===== src/design/ifc_regs.svh =====
`ifndef IFC_REGS_SVH
`define IFC_REGS_SVH

`define IFC_IDX_FLAGS0       8'h06
`define IFC_IDX_FLAGS1       8'h07
`define IFC_IDX_GATE0        8'h08
`define IFC_IDX_GATE1        8'h09

`define IFC_DIR_BIT          7
`define IFC_GLOBAL_BIT       6
`define IFC_INVERT_BIT       7
`define IFC_PUSHPULL_BIT     7
`define IFC_PINGATE_BIT      6

`define IFC_FLAGS0_W         7
`define IFC_FLAGS1_W         6

`define IFC_RST_GATE         8'h00
`define IFC_RST_DATA         32'h00000000

`endif


===== src/design/ifc_pkg.sv =====
package ifc_pkg;

    typedef struct packed {
        logic       high_level_alert;
        logic       low_level_alert;
        logic       command_ended;
        logic       unknown_command;
        logic       host_idle_command;
        logic       transmit_done;
        logic       receive_done;
        logic       fifo_write_err;
        logic       fifo_overflow;
        logic       protocol_err;
        logic       missing_data_err;
        logic       integrity_err;
        logic       frame_start;
        logic       card_detected;
        logic [4:0] counter_underflow;
    } ifc_events_t;

    typedef struct packed {
        logic high_level_alert_event;
        logic low_level_alert_event;
        logic command_done_event;
        logic transmit_done_event;
        logic receive_done_event;
        logic fault_event;
        logic frame_start_event;
    } ifc_flags0_t;

    typedef struct packed {
        logic       card_sense_event;
        logic [4:0] counter_underflow_event;
    } ifc_flags1_t;

    typedef enum logic {
        IFC_ST_IDLE,
        IFC_ST_ANSWER
    } ifc_bus_state_t;

endpackage


===== src/design/ifc_flag_bank.sv =====
`timescale 1ns/1ps
`default_nettype none
module ifc_flag_bank #(
    parameter int unsigned W = 7
) (
    input  wire logic         pclk,
    input  wire logic         presetn,
    input  wire logic [W-1:0] hw_set,
    input  wire logic         wr_stb,
    input  wire logic         wr_dir,
    input  wire logic [W-1:0] wr_bits,
    output logic      [W-1:0] flags
);

    logic [W-1:0] flags_q;
    logic [W-1:0] flags_d;

    always_comb begin
        flags_d = flags_q;
        if (wr_stb) begin
            if (wr_dir) begin
                flags_d = flags_q | wr_bits;
            end else begin
                flags_d = flags_q & ~wr_bits;
            end
        end
        // hardware set applied last so it wins over a clear
        flags_d = flags_d | hw_set;
    end

    always_ff @(posedge pclk or negedge presetn) begin
        if (!presetn) begin
            flags_q <= '0;
        end else begin
            flags_q <= flags_d;
        end
    end

    assign flags = flags_q;

endmodule
`default_nettype wire


===== src/design/ifc_top.sv =====
`timescale 1ns/1ps
`default_nettype none
`include "ifc_regs.svh"
module ifc_top (
    input  wire logic                 pclk,
    input  wire logic                 presetn,
    input  wire logic                 psel,
    input  wire logic                 penable,
    input  wire logic                 pwrite,
    input  wire logic [11:0]          paddr,
    input  wire logic [31:0]          pwdata,
    output logic      [31:0]          prdata,
    output logic                      pready,
    output logic                      pslverr,
    input  wire ifc_pkg::ifc_events_t events,
    output logic                      irq,
    output logic                      req_pin_out,
    output logic                      req_pin_oe
);

    // bus slave state
    ifc_pkg::ifc_bus_state_t state_q;
    ifc_pkg::ifc_bus_state_t state_d;
    logic [31:0]             prdata_q;
    logic [31:0]             prdata_d;
    logic                    pready_q;
    logic                    pready_d;
    logic                    pslverr_q;
    logic                    pslverr_d;

    // enable registers
    logic [7:0]              gate0_q;
    logic [7:0]              gate0_d;
    logic [7:0]              gate1_q;
    logic [7:0]              gate1_d;

    // global request and pin
    logic                    global_q;
    logic                    global_d;
    logic                    pin_out_q;
    logic                    pin_out_d;
    logic                    pin_oe_q;
    logic                    pin_oe_d;

    // decode
    logic                    in_range;
    logic                    hit_flags0;
    logic                    hit_flags1;
    logic                    hit_gate0;
    logic                    hit_gate1;
    logic                    mapped;
    logic                    wr_fire;
    logic                    wr_flags0;
    logic                    wr_flags1;
    logic                    wr_dir;

    // flags
    ifc_pkg::ifc_flags0_t    set0;
    ifc_pkg::ifc_flags1_t    set1;
    ifc_pkg::ifc_flags0_t    flags0;
    ifc_pkg::ifc_flags1_t    flags1;
    logic [6:0]              flags0_bits;
    logic [5:0]              flags1_bits;
    logic                    pin_level;
    logic                    pin_sense;

    // address decode; low two bits ignored, high bits must be zero
    always_comb begin
        in_range   = (paddr[11:10] == 2'h0);
        hit_flags0 = 1'b0;
        hit_flags1 = 1'b0;
        hit_gate0  = 1'b0;
        hit_gate1  = 1'b0;
        if (in_range && (paddr[9:2] == `IFC_IDX_FLAGS0)) begin
            hit_flags0 = 1'b1;
        end else if (in_range && (paddr[9:2] == `IFC_IDX_FLAGS1)) begin
            hit_flags1 = 1'b1;
        end else if (in_range && (paddr[9:2] == `IFC_IDX_GATE0)) begin
            hit_gate0 = 1'b1;
        end else if (in_range && (paddr[9:2] == `IFC_IDX_GATE1)) begin
            hit_gate1 = 1'b1;
        end
        mapped = hit_flags0 | hit_flags1 | hit_gate0 | hit_gate1;
    end

    // write lands only on the edge that completes the access
    always_comb begin
        wr_fire   = psel & penable & pready_q & pwrite;
        wr_flags0 = wr_fire & hit_flags0;
        wr_flags1 = wr_fire & hit_flags1;
        wr_dir    = pwdata[`IFC_DIR_BIT];
    end

    // hardware event sources for the first flag register
    always_comb begin
        set0.high_level_alert_event = events.high_level_alert;
        set0.low_level_alert_event  = events.low_level_alert;
        // a host-issued idle is deliberately not a source here
        set0.command_done_event     = events.command_ended
                                    | events.unknown_command;
        set0.transmit_done_event    = events.transmit_done;
        set0.receive_done_event     = events.receive_done;
        set0.fault_event            = events.fifo_write_err
                                    | events.fifo_overflow
                                    | events.protocol_err
                                    | events.missing_data_err
                                    | events.integrity_err;
        set0.frame_start_event      = events.frame_start;
    end

    // hardware event sources for the second flag register
    always_comb begin
        set1.card_sense_event        = events.card_detected;
        set1.counter_underflow_event = events.counter_underflow;
    end

    ifc_flag_bank #(
        .W (`IFC_FLAGS0_W)
    ) u_flags0 (
        .pclk    (pclk),
        .presetn (presetn),
        .hw_set  (set0),
        .wr_stb  (wr_flags0),
        .wr_dir  (wr_dir),
        .wr_bits (pwdata[6:0]),
        .flags   (flags0_bits)
    );

    ifc_flag_bank #(
        .W (`IFC_FLAGS1_W)
    ) u_flags1 (
        .pclk    (pclk),
        .presetn (presetn),
        .hw_set  (set1),
        .wr_stb  (wr_flags1),
        .wr_dir  (wr_dir),
        .wr_bits (pwdata[5:0]),
        .flags   (flags1_bits)
    );

    assign flags0 = flags0_bits;
    assign flags1 = flags1_bits;

    // enable registers, plain read/write
    always_comb begin
        gate0_d = gate0_q;
        gate1_d = gate1_q;
        if (wr_fire && hit_gate0) begin
            gate0_d = pwdata[7:0];
        end
        if (wr_fire && hit_gate1) begin
            gate1_d = pwdata[7:0];
        end
    end

    always_ff @(posedge pclk or negedge presetn) begin
        if (!presetn) begin
            gate0_q <= `IFC_RST_GATE;
            gate1_q <= `IFC_RST_GATE;
        end else begin
            gate0_q <= gate0_d;
            gate1_q <= gate1_d;
        end
    end

    // global request, rebuilt each cycle from flags and enables
    always_comb begin
        global_d = (|(flags0_bits & gate0_q[6:0]))
                 | (|(flags1_bits & gate1_q[5:0]));
    end

    // pin drive; open-drain can only pull low, so it drives when the
    // sensed level is 0 and relies on an external pull-up otherwise
    always_comb begin
        pin_level = global_q & gate1_q[`IFC_PINGATE_BIT];
        pin_sense = pin_level ^ gate0_q[`IFC_INVERT_BIT];
        if (gate1_q[`IFC_PUSHPULL_BIT]) begin
            pin_out_d = pin_sense;
            pin_oe_d  = 1'b1;
        end else begin
            pin_out_d = 1'b0;
            pin_oe_d  = ~pin_sense;
        end
    end

    always_ff @(posedge pclk or negedge presetn) begin
        if (!presetn) begin
            global_q  <= 1'b0;
            pin_out_q <= 1'b0;
            pin_oe_q  <= 1'b0;
        end else begin
            global_q  <= global_d;
            pin_out_q <= pin_out_d;
            pin_oe_q  <= pin_oe_d;
        end
    end

    // one wait state; buys a registered read mux and registered pready
    always_comb begin
        state_d   = state_q;
        pready_d  = 1'b0;
        pslverr_d = 1'b0;
        prdata_d  = prdata_q;
        case (state_q)
            ifc_pkg::IFC_ST_IDLE: begin
                if (psel && penable) begin
                    state_d   = ifc_pkg::IFC_ST_ANSWER;
                    pready_d  = 1'b1;
                    pslverr_d = ~mapped;
                    prdata_d  = `IFC_RST_DATA;
                    if (!pwrite) begin
                        if (hit_flags0) begin
                            prdata_d[6:0] = flags0_bits;
                        end else if (hit_flags1) begin
                            prdata_d[`IFC_GLOBAL_BIT] = global_q;
                            prdata_d[5:0] = flags1_bits;
                        end else if (hit_gate0) begin
                            prdata_d[7:0] = gate0_q;
                        end else if (hit_gate1) begin
                            prdata_d[7:0] = gate1_q;
                        end
                    end
                end
            end
            ifc_pkg::IFC_ST_ANSWER: begin
                state_d = ifc_pkg::IFC_ST_IDLE;
            end
            default: begin
                state_d = ifc_pkg::IFC_ST_IDLE;
            end
        endcase
    end

    always_ff @(posedge pclk or negedge presetn) begin
        if (!presetn) begin
            state_q   <= ifc_pkg::IFC_ST_IDLE;
            prdata_q  <= `IFC_RST_DATA;
            pready_q  <= 1'b0;
            pslverr_q <= 1'b0;
        end else begin
            state_q   <= state_d;
            prdata_q  <= prdata_d;
            pready_q  <= pready_d;
            pslverr_q <= pslverr_d;
        end
    end

    assign prdata      = prdata_q;
    assign pready      = pready_q;
    assign pslverr     = pslverr_q;
    assign irq         = global_q;
    assign req_pin_out = pin_out_q;
    assign req_pin_oe  = pin_oe_q;

endmodule
`default_nettype wire


===== config.mk =====
export PLATFORM = sky130hd
export DESIGN_NAME = ifc_top
export DESIGN_NICKNAME = d
export VERILOG_FILES = /design/src/design/ifc_pkg.sv /design/src/design/ifc_flag_bank.sv /design/src/design/ifc_top.sv
export VERILOG_INCLUDE_DIRS = /design/src /design/src/design
export SDC_FILE = /design/constraint.sdc
export NUM_CORES = 1
export LEC_CHECK = 0
export ABC_AREA = 1
export BUFFER_PORTS_ARGS = -buffer_cell sky130_fd_sc_hd__buf_2
export CORE_UTILIZATION = 43
export CTS_CLUSTER_SIZE = 24
export DETAILED_ROUTE_END_ITERATION = 10
export GPL_TIMING_DRIVEN = 0
export HOLD_SLACK_MARGIN = 0.03
export PLACE_DENSITY = 0.86
export SETUP_SLACK_MARGIN = 0.1
export SLEW_MARGIN = 20
export SYNTH_ARGS = -nofsm -noshare
export SYNTH_HDL_FRONTEND = slang
export SYNTH_SLANG_ARGS = --single-unit
export TNS_END_PERCENT = 100

===== constraint.sdc =====
create_clock -name pclk -period 1.3 [get_ports pclk]
set_clock_uncertainty 0.15 [all_clocks]
set_input_delay 0.26 -clock pclk [delete_from_list [all_inputs] [get_ports pclk]]
set_output_delay 0.26 -clock pclk [all_outputs]
set_load 0.02 [all_outputs]

==> summary.md, run 1 <==
| Metric | Value |
|---|---|
| Number of library cell types mapped by synthesis | `34` |
| Slew at the pin with the worst max-slew slack | `908 ps` |
| PortBufs | `53` |
| PwrDens | `708 mW/mm2` |
| Ranking of synthesized cells by area | `dfrtp_1 44%, nand2_1 9.4%, buf_4 7.6%, nand3_1 5.9%, o21ai_0 4.2%` |
| Syn-to-layout area delta | `54.0%` |
| Hpwl dp | `4.06 mm` |
| Fin. Hold Viols | `42` |
| YS warnings | `0` |
| Failing checks | `negative hold slack, negative setup slack` |
| Drt first pass iters | `5` |
| Crit path launch | `pready$_DFF_PN0_` |
| Vias in the first global route | `2181` |
| FF-to-FF setup slack | `-250 ps` |
| Met1 usage | `0.278` |
| Placed Instance Area | `0.00288 mm2` |
| F_max | `645 MHz` |
| Crit-path max cell delay | `410 ps` |
| Hold WC Path Type | `in -> async` |
| Post-synth top flop | `dfrtp_1` |
| CP required | `1380 ps` |
| Clock sink total | `42` |
| CP Depth | `6` |
| GR Util All Layers | `0.222` |
| Die area | `0.00579 mm2` |
| Placer Congestion | `0.885` |
| Wire per inst | `14.1 um` |
| Largest net degree at the start of global routing | `43` |
| CP Buf/Inv Count | `2` |
| Crit start category | `flop` |
| Routing usage on met2 | `0.371` |
| Clk root buf | `clkbuf_8` |
| Via density | `5.01` |
| Number of enable flip-flop cells after synthesis | `0` |
| Fin crit period | `1550 ps` |
| Top-count cell post-synth | `nand2_1` |
| Reg2reg end | `prdata[7]$_DFFE_PN0P_` |
| M3 GR Usage | `0.0431` |
| Crit path DAT | `1630 ps` |
| Hold Buf Count CTS | `14` |
| Vias | `2360` |
| Leak Pwr | `0.00179 uW` |
| Worst Slack Setup Final | `-251 ps` |
| Core ar. | `0.00520 mm2` |
| Final Util | `0.699` |
| Hold slack | `-65.9 ps` |
| Layer with the highest usage | `met2` |
| Design area | `0.00364 mm2` |
| Worst slew margin | `0.395` |
| Max cap viols | `0` |
| Synth Register Bits | `42` |
| Critical path type | `reg -> reg` |
| Fraction of layout cells with a size suffix above 1 | `0.449` |
| Seq/Total Area, Yosys | `0.445` |
| Drt first-iter violations | `157` |
| Delay-heaviest family, CP | `simple AND/OR/NAND/NOR gates` |
| DRC viols | `0` |
| TritonCTS Buffers | `5` |
| Worst Setup EP | `prdata[7]$_DFFE_PN0P_` |
| Outcome | `finished with violations` |
| Mapped cell area | `0.00236 mm2` |
| Slew Limit Fails | `0` |
| Reg clk slew, reported paths | `80 ps` |
| Syn Area/Cell | `8.47 um2` |
| Initial Utilization | `0.454` |
| R2r startpoint | `pready$_DFF_PN0_` |
| CTS tree | `done` |
| I/O Pins | `105` |
| ANT cells | `0` |
| Skew-Pair Late Insertion Delay | `300 ps` |
| Clock Tree Buf Depth | `2` |
| Final setup viols | `38` |
| Async S/R FF share, synth | `1.00` |
| Period Utilization, post-route | `1.19` |
| Routed wire length | `6.63 mm` |
| Antenna-violating nets left | `0` |
| Slowest cell on crit path | `dfrtp_2` |
| First-pass GRT wire length | `10.1 mm` |
| Total gr overflow | `0` |
| Setup crit end kind | `flop` |
| Syn Inst Count | `279` |
| Top cells by count, synth | `59 x nand2_1, 42 x dfrtp_1, 28 x nand3_1` |
| Post-synth top area share | `0.445` |
| Layout Nets | `468` |
| RSZ-0062 raised after global routing | `yes` |
| Die width | `76.1 um` |
| Max VDD drop | `0.583 mV` |
| Yosys top cell by area | `dfrtp_1` |
| H-tree Lvls | `2` |
| Critical Path Fanout Max | `8` |
| Row cnt | `26` |
| Crit-path cells | `or2_1 > buf_6 > nor2_4 > buf_4 > o2111ai_1 > o21ai_1` |
| Initial antenna violation count | `0` |
| Die height | `76.1 um` |
| R2r worst-path depth | `6` |
-- cell type report --
type / count / area, um2
clock buffer: 7 / 86.3
multi-input combinational: 206 / 1320
tap: 70 / 87.6
fill: 388 / 1570
buffer: 29 / 238
inverter: 25 / 126
timing repair buffer: 91 / 727
clock inverter: 1 / 5.00
sequential: 42 / 1050
-- worst reg2reg max path: stages (launching register included) --
cell and delay [ps]:
dfrtp_2 410, or2_1 220, buf_6 130, nor2_4 210
buf_4 150, o2111ai_1 90, o21ai_1 130
-- cells in the final DEF (no fill, tap or decap), drive strengths merged, types with 2 or more instances in the layout --
cell / n
a221oi: 2
a22o: 2
buf: 105
clkbuf: 8
clkinv: 2
conb: 24
dfrtp: 42
dlygate4sd3: 14
inv: 24
nand2: 63
nand3: 30
nand3b: 11
nand4: 4
nor2: 23
o211ai: 2
o21a: 5
o21ai: 31
or2: 4
-- state kept, by name, summed over array words and instances (netlist names) --
register	count
req_pin_out	1
u_flags0.flags	7
gate0_q	8
irq	1
gate1_q	8
prdata	8
req_pin_oe	1
pslverr	1
u_flags1.flags	6
pready	1
-- metal layers --
layer / vias up / part of all wire
met2: 116 / 0.51
li1: 1129 / -
met1: 1099 / 0.39
met4: 0 / 0.015
met3: 16 / 0.084
met5: - / 0
-- stage by stage --
step	power (uW)	TNS [ps]	instances	hold slack, ps	setup WS [ps]
after floorplan	1540	-1830	302	-186	-106
after global placement	1650	-10670	425	280	-362
after detailed placement	1660	-11750	425	295	-402
after CTS	2550	-2630	459	-25.1	-155
after global routing	2660	-9380	471	23.2	-329
final	2570	-7490	471	-65.9	-251
-- how the worst min path moves through the flow --
stage,startpoint,endpoint,slack [ps],depth (start not counted)
global placement,presetn,prdata[2]$_DFFE_PN0P_,280,1
CTS,presetn,prdata[2]$_DFFE_PN0P_,-30,1
detailed placement,presetn,prdata[2]$_DFFE_PN0P_,290,1
global route,presetn,u_flags1.flags[3]$_DFF_PN0_,20,1
floorplan,presetn,gate0_q[0]$_DFFE_PN0P_,-190,0
finish,presetn,u_flags1.flags[3]$_DFF_PN0_,-70,1
-- power by group --
group | switching [uW] | total, uW | internal [uW]
Clock | 440 | 868 | 428
Combinational | 225 | 394 | 169
Sequential | 2.80 | 1310 | 1310
Total | 667 | 2570 | 1910
-- cell families after synthesis --
family,synth area share
XOR/XNOR,0.00371
flip-flops,0.445
AO/OA/AOI/OAI,0.120
AND/OR/NAND/NOR,0.296
buffers and inverters,0.135
other,0.00159
-- what timing repair did --
action,in CTS,in global routing
gates resized for setup,45,35
buffers inserted,10,12
endpoints found under the hold margin,55,24
cloned,2,1
pin swaps,4,23
endpoints found under the setup margin,51,54
No activity file was read; power rests on OpenSTA's default activity.
==> inputs of run 2 (changes only) <==
- ABC_AREA: 1 -> unset
- CORE_UTILIZATION: 43 -> 42
- PLACE_DENSITY: 0.86 -> 0.85
==> run 2 against run 1 <==
Compared with the run above:
- synthesized cell count is 25% lower
- utilization fell by 4.0 points
- hold slack got worse by 15 ps
- fmax is 15% lower
- the flow still finishes with violations (negative hold slack, negative setup slack)
- clock-buffer cell count fell by 2
- via count shrank 12%
- global-route usage increased by 1.7 points
==> summary.md, run 2 <==
| Metric | Value |
|---|---|
| Syn Inst Count | `209 (-25%)` |
| I/O Pins | `105 (unchanged)` |
| Setup crit end kind | `flop` |
| Fraction of layout cells with a size suffix above 1 | `0.492 (+0.0435)` |
| Row cnt | `26 (unchanged)` |
| Reg clk slew, reported paths | `90 ps (about the same)` |
| Power Total | `2940 uW (+14%)` |
| ANT cells | `0 (unchanged)` |
| Max cap viols | `0 (unchanged)` |
| Post-synth top area share | `0.471 (+0.0262)` |
| Die height | `74.9 um (-1.6%)` |
| Critical path type | `in -> reg` |
| Number of enable flip-flop cells after synthesis | `0 (unchanged)` |
| Critical Path Fanout Max | `8 (unchanged)` |
| Hold slack | `-80.8 ps (-14.9 ps)` |
| Hold WC Path Type | `in -> async` |
| Metal-1 WL | `2.45 mm (-5.8%)` |
| Failing checks | `negative hold slack, negative setup slack` |
| Slew Limit Fails | `0 (unchanged)` |
| Skew-Pair Late Insertion Delay | `300 ps (about the same)` |
| Crit-path cells | `buf_6 > or4_4 > nor3_4 > nor3b_4 > buf_12 > mux2_4` |
| TritonCTS Buffers | `5 (unchanged)` |
| Initial antenna violation count | `0 (unchanged)` |
| Top-count cell post-synth | `dfrtp_1` |
| Seq/Total Area, Yosys | `0.471 (+0.0262)` |
| CP Buf/Inv Count | `2 (unchanged)` |
| Final setup viols | `39 (+2.6%)` |
| Synth Register Bits | `42 (unchanged)` |
| F_max | `550 MHz (-15%)` |
| Post-synth top flop | `dfrtp_1` |
| Most frequent cells in the layout | `51 x buf_4, 41 x dfrtp_1, 40 x buf_2` |
| Clock sink total | `42 (unchanged)` |
| Clock Tree Buf Depth | `2 (unchanged)` |
| Placed Instance Area | `0.00268 mm2 (-7.0%)` |
| Delay-heaviest family, CP | `simple AND/OR/NAND/NOR gates` |
| Async S/R FF share, synth | `1.00 (unchanged)` |
| DRC viols | `0 (unchanged)` |
| Design area | `0.00336 mm2 (-7.5%)` |
| PwrDens | `875 mW/mm2 (+24%)` |
| Routed wl met3 | `410 um (-26%)` |
| TNS Setup | `-16150 ps (-8670 ps)` |
| Hold Buf Count CTS | `1 (-13)` |
| Final Util | `0.659 (-0.0403)` |
| Drt first pass iters | `6 (+1)` |
| Hpwl dp | `3.76 mm (-7.6%)` |
| Worst slew margin | `0.402 (+0.00698)` |
| Number of library cell types mapped by synthesis | `40 (+18%)` |
| CP required | `1330 ps (-50 ps)` |
| First-pass GRT wire length | `9.84 mm (-2.5%)` |
| RSZ-0062 raised after global routing | `yes` |
| Crit path DAT | `1850 ps (+220 ps)` |
| Drt first-iter violations | `88 (-44%)` |
| Vias in the first global route | `2103 (-3.6%)` |
| GR Util All Layers | `0.240 (+0.0173)` |
| Initial Utilization | `0.437 (-0.0171)` |
| Yosys top cell by area | `dfrtp_1` |
| Leak Pwr | `0.00167 uW (-7.1%)` |
| Largest net degree at the start of global routing | `43 (unchanged)` |
| Uppermost layer routed | `met4` |
| Vias | `2078 (-12%)` |
| Die width | `74.9 um (-1.6%)` |
| Placer Congestion | `0.865 (-2.2%)` |
| Fin crit period | `1820 ps (+266 ps)` |
| Slew at the pin with the worst max-slew slack | `897 ps (-10.5 ps)` |
| Slowest cell on crit path | `or4_4` |
| Wire per inst | `16.0 um (+14%)` |
| Fin. Hold Viols | `42 (unchanged)` |
| Outcome | `finished with violations` |
| Top cells by count, synth | `42 x dfrtp_1, 25 x buf_4, 16 x mux2_2, 16 x nand2_1` |
| Max VDD drop | `0.794 mV (+36%)` |
| Mapped cell area | `0.00223 mm2 (-5.6%)` |
| Via density | `5.23 (+4.5%)` |
| Syn Area/Cell | `10.7 um2 (+26%)` |
| PortBufs | `52 (-1.9%)` |
| CTS tree | `done` |
| Crit-path max cell delay | `580 ps (+170 ps)` |
| Core ar. | `0.00511 mm2 (-1.9%)` |
| Metal2 WL | `3.36 mm (-0.39%)` |
| Die area | `0.00561 mm2 (-3.2%)` |
| Total gr overflow | `0 (unchanged)` |
| Syn-to-layout area delta | `50.8%` |
| H-tree Lvls | `2 (unchanged)` |
| YS warnings | `0 (unchanged)` |
| Period Utilization, post-route | `1.40 (+0.204)` |
| Most common library cell in the layout ignoring fill and taps | `buf_4` |
| Ranking of synthesized cells by area | `dfrtp_1 47%, buf_4 8.4%, mux2_2 8.1%, mux2i_1 5.8%, a211oi_1 4.4%` |
| Worst Slack Setup Final | `-517 ps (-266 ps)` |
| Routed wire length | `6.36 mm (-4.0%)` |
| Antenna-violating nets left | `0 (unchanged)` |
| Crit start category | `input pin` |
| Clk root buf | `clkbuf_8` |
| Layout Nets | `394 (-16%)` |
## run 2: cell types whose count changed after synthesis, moves of 13 or more
| cell | delta |
|---|---|
| a211oi_1 | +13 |
| mux2i_1 | +13 |
| nand3_1 | -21 |
| nand2_1 | -43 |
| mux2_2 | +16 |
| a31oi_1 | +13 |
| o21ai_0 | -20 |
| inv_1 | -16 |
## run 2: report_power, final
group / total, uW / switching [uW] / internal [uW] / leakage [uW]
registers: 1310 / 3.28 / 1310 / 0.000510
logic: 373 / 223 / 150 / 0.00109
clock network: 1260 / 487 / 770 / 0.0000683
## run 2: final timing paths
| check | to | start | cells past startpoint | slack (ps) |
|---|---|---|---|---|
| min in group pclk | u_flags0.flags[5]$_DFF_PN0_ | pwdata[5] | 2 | 80 |
| worst max register to register | gate0_q[4]$_DFFE_PN0P_ | pready$_DFF_PN0_ | 6 | -510 |
| worst max-delay path | gate0_q[4]$_DFFE_PN0P_ | paddr[8] | 6 | -520 |
| worst min register to register | prdata[0]$_DFFE_PN0P_ | prdata[0]$_DFFE_PN0P_ | 2 | 370 |
| worst min-delay path | prdata[0]$_DFFE_PN0P_ | presetn | 1 | -80 |
| max in group asynchronous | irq$_DFF_PN0_ | presetn | 1 | 460 |
## run 2: through the flow
stage	std cells	setup WS, ps
floorplan	232	-661
CTS	391	-479
detailed placement	354	-1060
finish	397	-517
global route	397	-542
global placement	354	-1040
## run 2: worst reg2reg max path, stage by stage, from the launching register on
cell,delay [ps]
dfrtp_1,370
nand4_1,140
buf_4,180
nor3_4,120
nor3b_4,240
buf_12,170
mux2_4,310
## run 2: what timing repair did
| action | 4_1_cts | 5_1_grt |
|---|---|---|
| pin swaps | 14 | 5 |
| endpoints found under the hold margin | 43 | 42 |
| gates resized for setup | 62 | 6 |
| cloned | 2 | 0 |
| setup endpoints to repair | 52 | 52 |
| buffers inserted | 26 | 7 |
## run 2: cell families (layout without fill, tap and decap cells)
group	Yosys count	in the layout	synth area share
simple gates	58	58	0.146
compound gates	43	43	0.136
flops	42	42	0.471
buf+inv	35	130	0.102
mux	29	29	0.139
other cells	1	24	0.00168
xor+xnor	1	1	0.00393
## run 2: final cells by class
cell class                      instances  area (um2)
Buffer                                 31         239
Sequential cell                        42        1050
Timing Repair Buffer                   87         648
Clock buffer                            5        68.8
Tap cell                               70        87.6
Clock inverter                          3        68.8
Fill cell                             386        1740
Multi-Input combinational cell        155        1180
Inverter                                4        15.0
## run 2: layer usage
metal | vias up | track usage
met4 | 0 | 0.0922
met5 | - | 0
met2 | 96 | 0.455
met1 | 995 | 0.251
li1 | 965 | -
met3 | 22 | 0.0616
==> inputs of run 3 (changes only) <==
- REMOVE_ABC_BUFFERS: unset -> 1
==> run 3 against run 2 <==
Compared with the run above:
- the flow still finishes with violations (negative hold slack, negative setup slack)
- critical path depth is the same
- critical endpoint unchanged
- sequential cell count is the same
- register-to-register slack gained 80 ps
- via count down 8.5%
- first-iteration DRC count up 61%
- utilization down 6.2 points
- highest routed layer unchanged
==> summary.md, run 3 (synthesis gave the netlist of run 2 again) <==
| Metric | Value |
|---|---|
| Outcome | `finished with violations` |
| Failing checks | `negative hold slack, negative setup slack` |
| Most frequent cells in the layout | `42 x dfrtp_1, 38 x buf_2, 24 x conb_1` |
| Wire per inst | `15.5 um (-3.4%)` |
| Worst slew margin | `0.394 (-0.00835)` |
| Clk root buf | `clkbuf_8` |
| Fin crit period | `1750 ps (-64.2 ps)` |
| Row cnt | `26 (unchanged)` |
| H-tree Lvls | `2 (unchanged)` |
| DRC viols | `0 (unchanged)` |
| Most common library cell in the layout ignoring fill and taps | `dfrtp_1` |
| Delay-heaviest family, CP | `simple AND/OR/NAND/NOR gates` |
| Max cap viols | `0 (unchanged)` |
| R2r worst-path depth | `5 (-1)` |
| First-pass GRT wire length | `9.03 mm (-8.3%)` |
| Vias in the first global route | `1904 (-9.5%)` |
| Reg clk slew, reported paths | `80 ps (about the same)` |
| Footprint of the multi-input gates | `0.00117 mm2 (-1.3%)` |
| Drt first-iter violations | `142 (+61%)` |
| Fin. Hold Viols | `42 (unchanged)` |
| R2r startpoint | `pready$_DFF_PN0_` |
| Slowest cell on crit path | `or4_4` |
| Critical path type | `in -> reg` |
| Worst Slack Setup Final | `-453 ps (+64.2 ps)` |
| Hpwl dp | `3.41 mm (-9.3%)` |
| Slew at the pin with the worst max-slew slack | `910 ps (+12.5 ps)` |
| CP required | `1330 ps (about the same)` |
| PortBufs | `53 (+1.9%)` |
| Initial antenna violation count | `0 (unchanged)` |
| Hold slack | `-60.1 ps (+20.7 ps)` |
| Hold WC Path Type | `in -> async` |
| Final setup viols | `40 (+2.6%)` |
| Largest net degree at the start of global routing | `43 (unchanged)` |
| Slew Limit Fails | `0 (unchanged)` |
| PwrDens | `819 mW/mm2 (-6.3%)` |
| Critical Path Fanout Max | `8 (unchanged)` |
| Skew-Pair Late Insertion Delay | `290 ps (about the same)` |
| # fillers | `425 (+10%)` |
| Via density | `5.30 (+1.2%)` |
| I/O Pins | `105 (unchanged)` |
| FF-to-FF setup slack | `-430 ps (+80 ps)` |
| CTS tree | `done` |
| Switching share of power | `0.262 (+0.0192)` |
| ANT cells | `0 (unchanged)` |
| TritonCTS Buffers | `5 (unchanged)` |
| Power Total | `2500 uW (-15%)` |
| Vias | `1902 (-8.5%)` |
| Syn-to-layout area delta | `36.7%` |
| Fraction of layout cells with a size suffix above 1 | `0.415 (-0.0771)` |
| Fraction of power consumed by sequential logic | `0.525 (+0.079)` |
| Clock Tree Buf Depth | `2 (unchanged)` |
| Die area | `0.00561 mm2 (unchanged)` |
| Crit-path max cell delay | `560 ps (-20 ps)` |
| Crit-path cells | `buf_6 > or4_4 > nor3_4 > nor3b_4 > buf_12 > mux2_4` |
| RSZ-0062 raised after global routing | `yes` |
| Initial Utilization | `0.437 (unchanged)` |
| Reg2reg end | `gate0_q[4]$_DFFE_PN0P_` |
| Logic pwr share | `0.126 (about the same)` |
| Max VDD drop | `0.494 mV (-38%)` |
| F_max | `570 MHz (+3.7%)` |
| Clock sink total | `42 (unchanged)` |
| GR Util All Layers | `0.218 (-0.0218)` |
| Clock share of power | `0.348 (-0.079)` |
| Crit path DAT | `1780 ps (-70 ps)` |
| Die height | `74.9 um (unchanged)` |
| Period Utilization, post-route | `1.35 (-0.0494)` |
| Setup crit end kind | `flop` |
| TNS Setup | `-12500 ps (+3650 ps)` |
| Net switching power figure | `653 uW (-8.4%)` |
| Cell Int Power | `1840 uW (-17%)` |
| Drt first pass iters | `5 (-1)` |
| Antenna-violating nets left | `0 (unchanged)` |
| Crit start category | `input pin` |
| Register area | `0.00105 mm2 (-0.12%)` |
| Core ar. | `0.00511 mm2 (unchanged)` |
| Layout Nets | `356 (-9.6%)` |
| Leak Pwr | `0.00146 uW (-12%)` |
| Die width | `74.9 um (unchanged)` |
| Routed wire length | `5.56 mm (-13%)` |
| Total gr overflow | `0 (unchanged)` |
| CP Buf/Inv Count | `2 (unchanged)` |
| Placer Congestion | `0.785 (-9.3%)` |
run 3: worst max-delay path by stage:
stage / depth (start not counted) / endpoint / start / slack, ps
2_1_floorplan: 4 / u_flags0.flags[4]$_DFF_PN0_ / paddr[7] / -880
6_report: 6 / gate0_q[4]$_DFFE_PN0P_ / paddr[8] / -450
4_1_cts: 6 / gate0_q[1]$_DFFE_PN0P_ / paddr[8] / -420
3_5_place_dp: 5 / u_flags1.flags[5]$_DFF_PN0_ / paddr[7] / -1290
5_1_grt: 5 / gate0_q[7]$_DFFE_PN0P_ / pready$_DFF_PN0_ / -490
3_3_place_gp: 5 / u_flags0.flags[4]$_DFF_PN0_ / paddr[2] / -1500
run 3: through the flow:
step	util	instance area [um2]	std cells	hold slack [ps]	setup slack (ps)
2_1_floorplan	-	2100	201	-186	-881
3_3_place_gp	0.481	2460	324	272	-1500
3_5_place_dp	0.483	2470	324	290	-1290
4_1_cts	0.579	2960	354	-26.4	-419
5_1_grt	0.597	3050	359	13.1	-489
6_report	0.597	3050	359	-60.1	-453
run 3: metal layers:
metal  global-route usage  share of wire  vias up
li1                     -              -      893
met4               0.0818          0.021        0
met5                    0              0        -
met3               0.0455          0.057       13
met1                0.253           0.40      913
met2                0.393           0.52       83
run 3: layout make-up:
cell class / instances / share of cell area
multi-input combinational: 155 / 0.384
sequential: 42 / 0.345
timing repair buffer: 80 / 0.206
tap: 70 / 0.0287
clock buffer: 7 / 0.0283
inverter: 4 / 0.00739
clock inverter: 1 / 0.00164
run 3: worst register-to-register path, stage by stage, from the launching register on:
cell and delay (ps):
dfrtp_1 360, nand4_1 160, nor3_4 220, nor3b_4 240, buf_12 170, mux2_4 300
run 3: power by group through the flow:
stage / logic, uW / clock network [uW] / registers, uW
floorplan: 115 / 0 / 1340
global placement: 255 / 0 / 1340
detailed placement: 263 / 0 / 1340
CTS: 296 / 872 / 1310
global route: 347 / 938 / 1310
finish: 316 / 870 / 1310
run 3: repair_timing:
item                                    in CTS  in global routing
cloned                                       0                  0
pin swaps                                    8                  4
endpoints found under the setup margin      53                 54
buffers inserted                            22                  5
endpoints found under the hold margin       42                 42
gates resized for setup                     52                 13
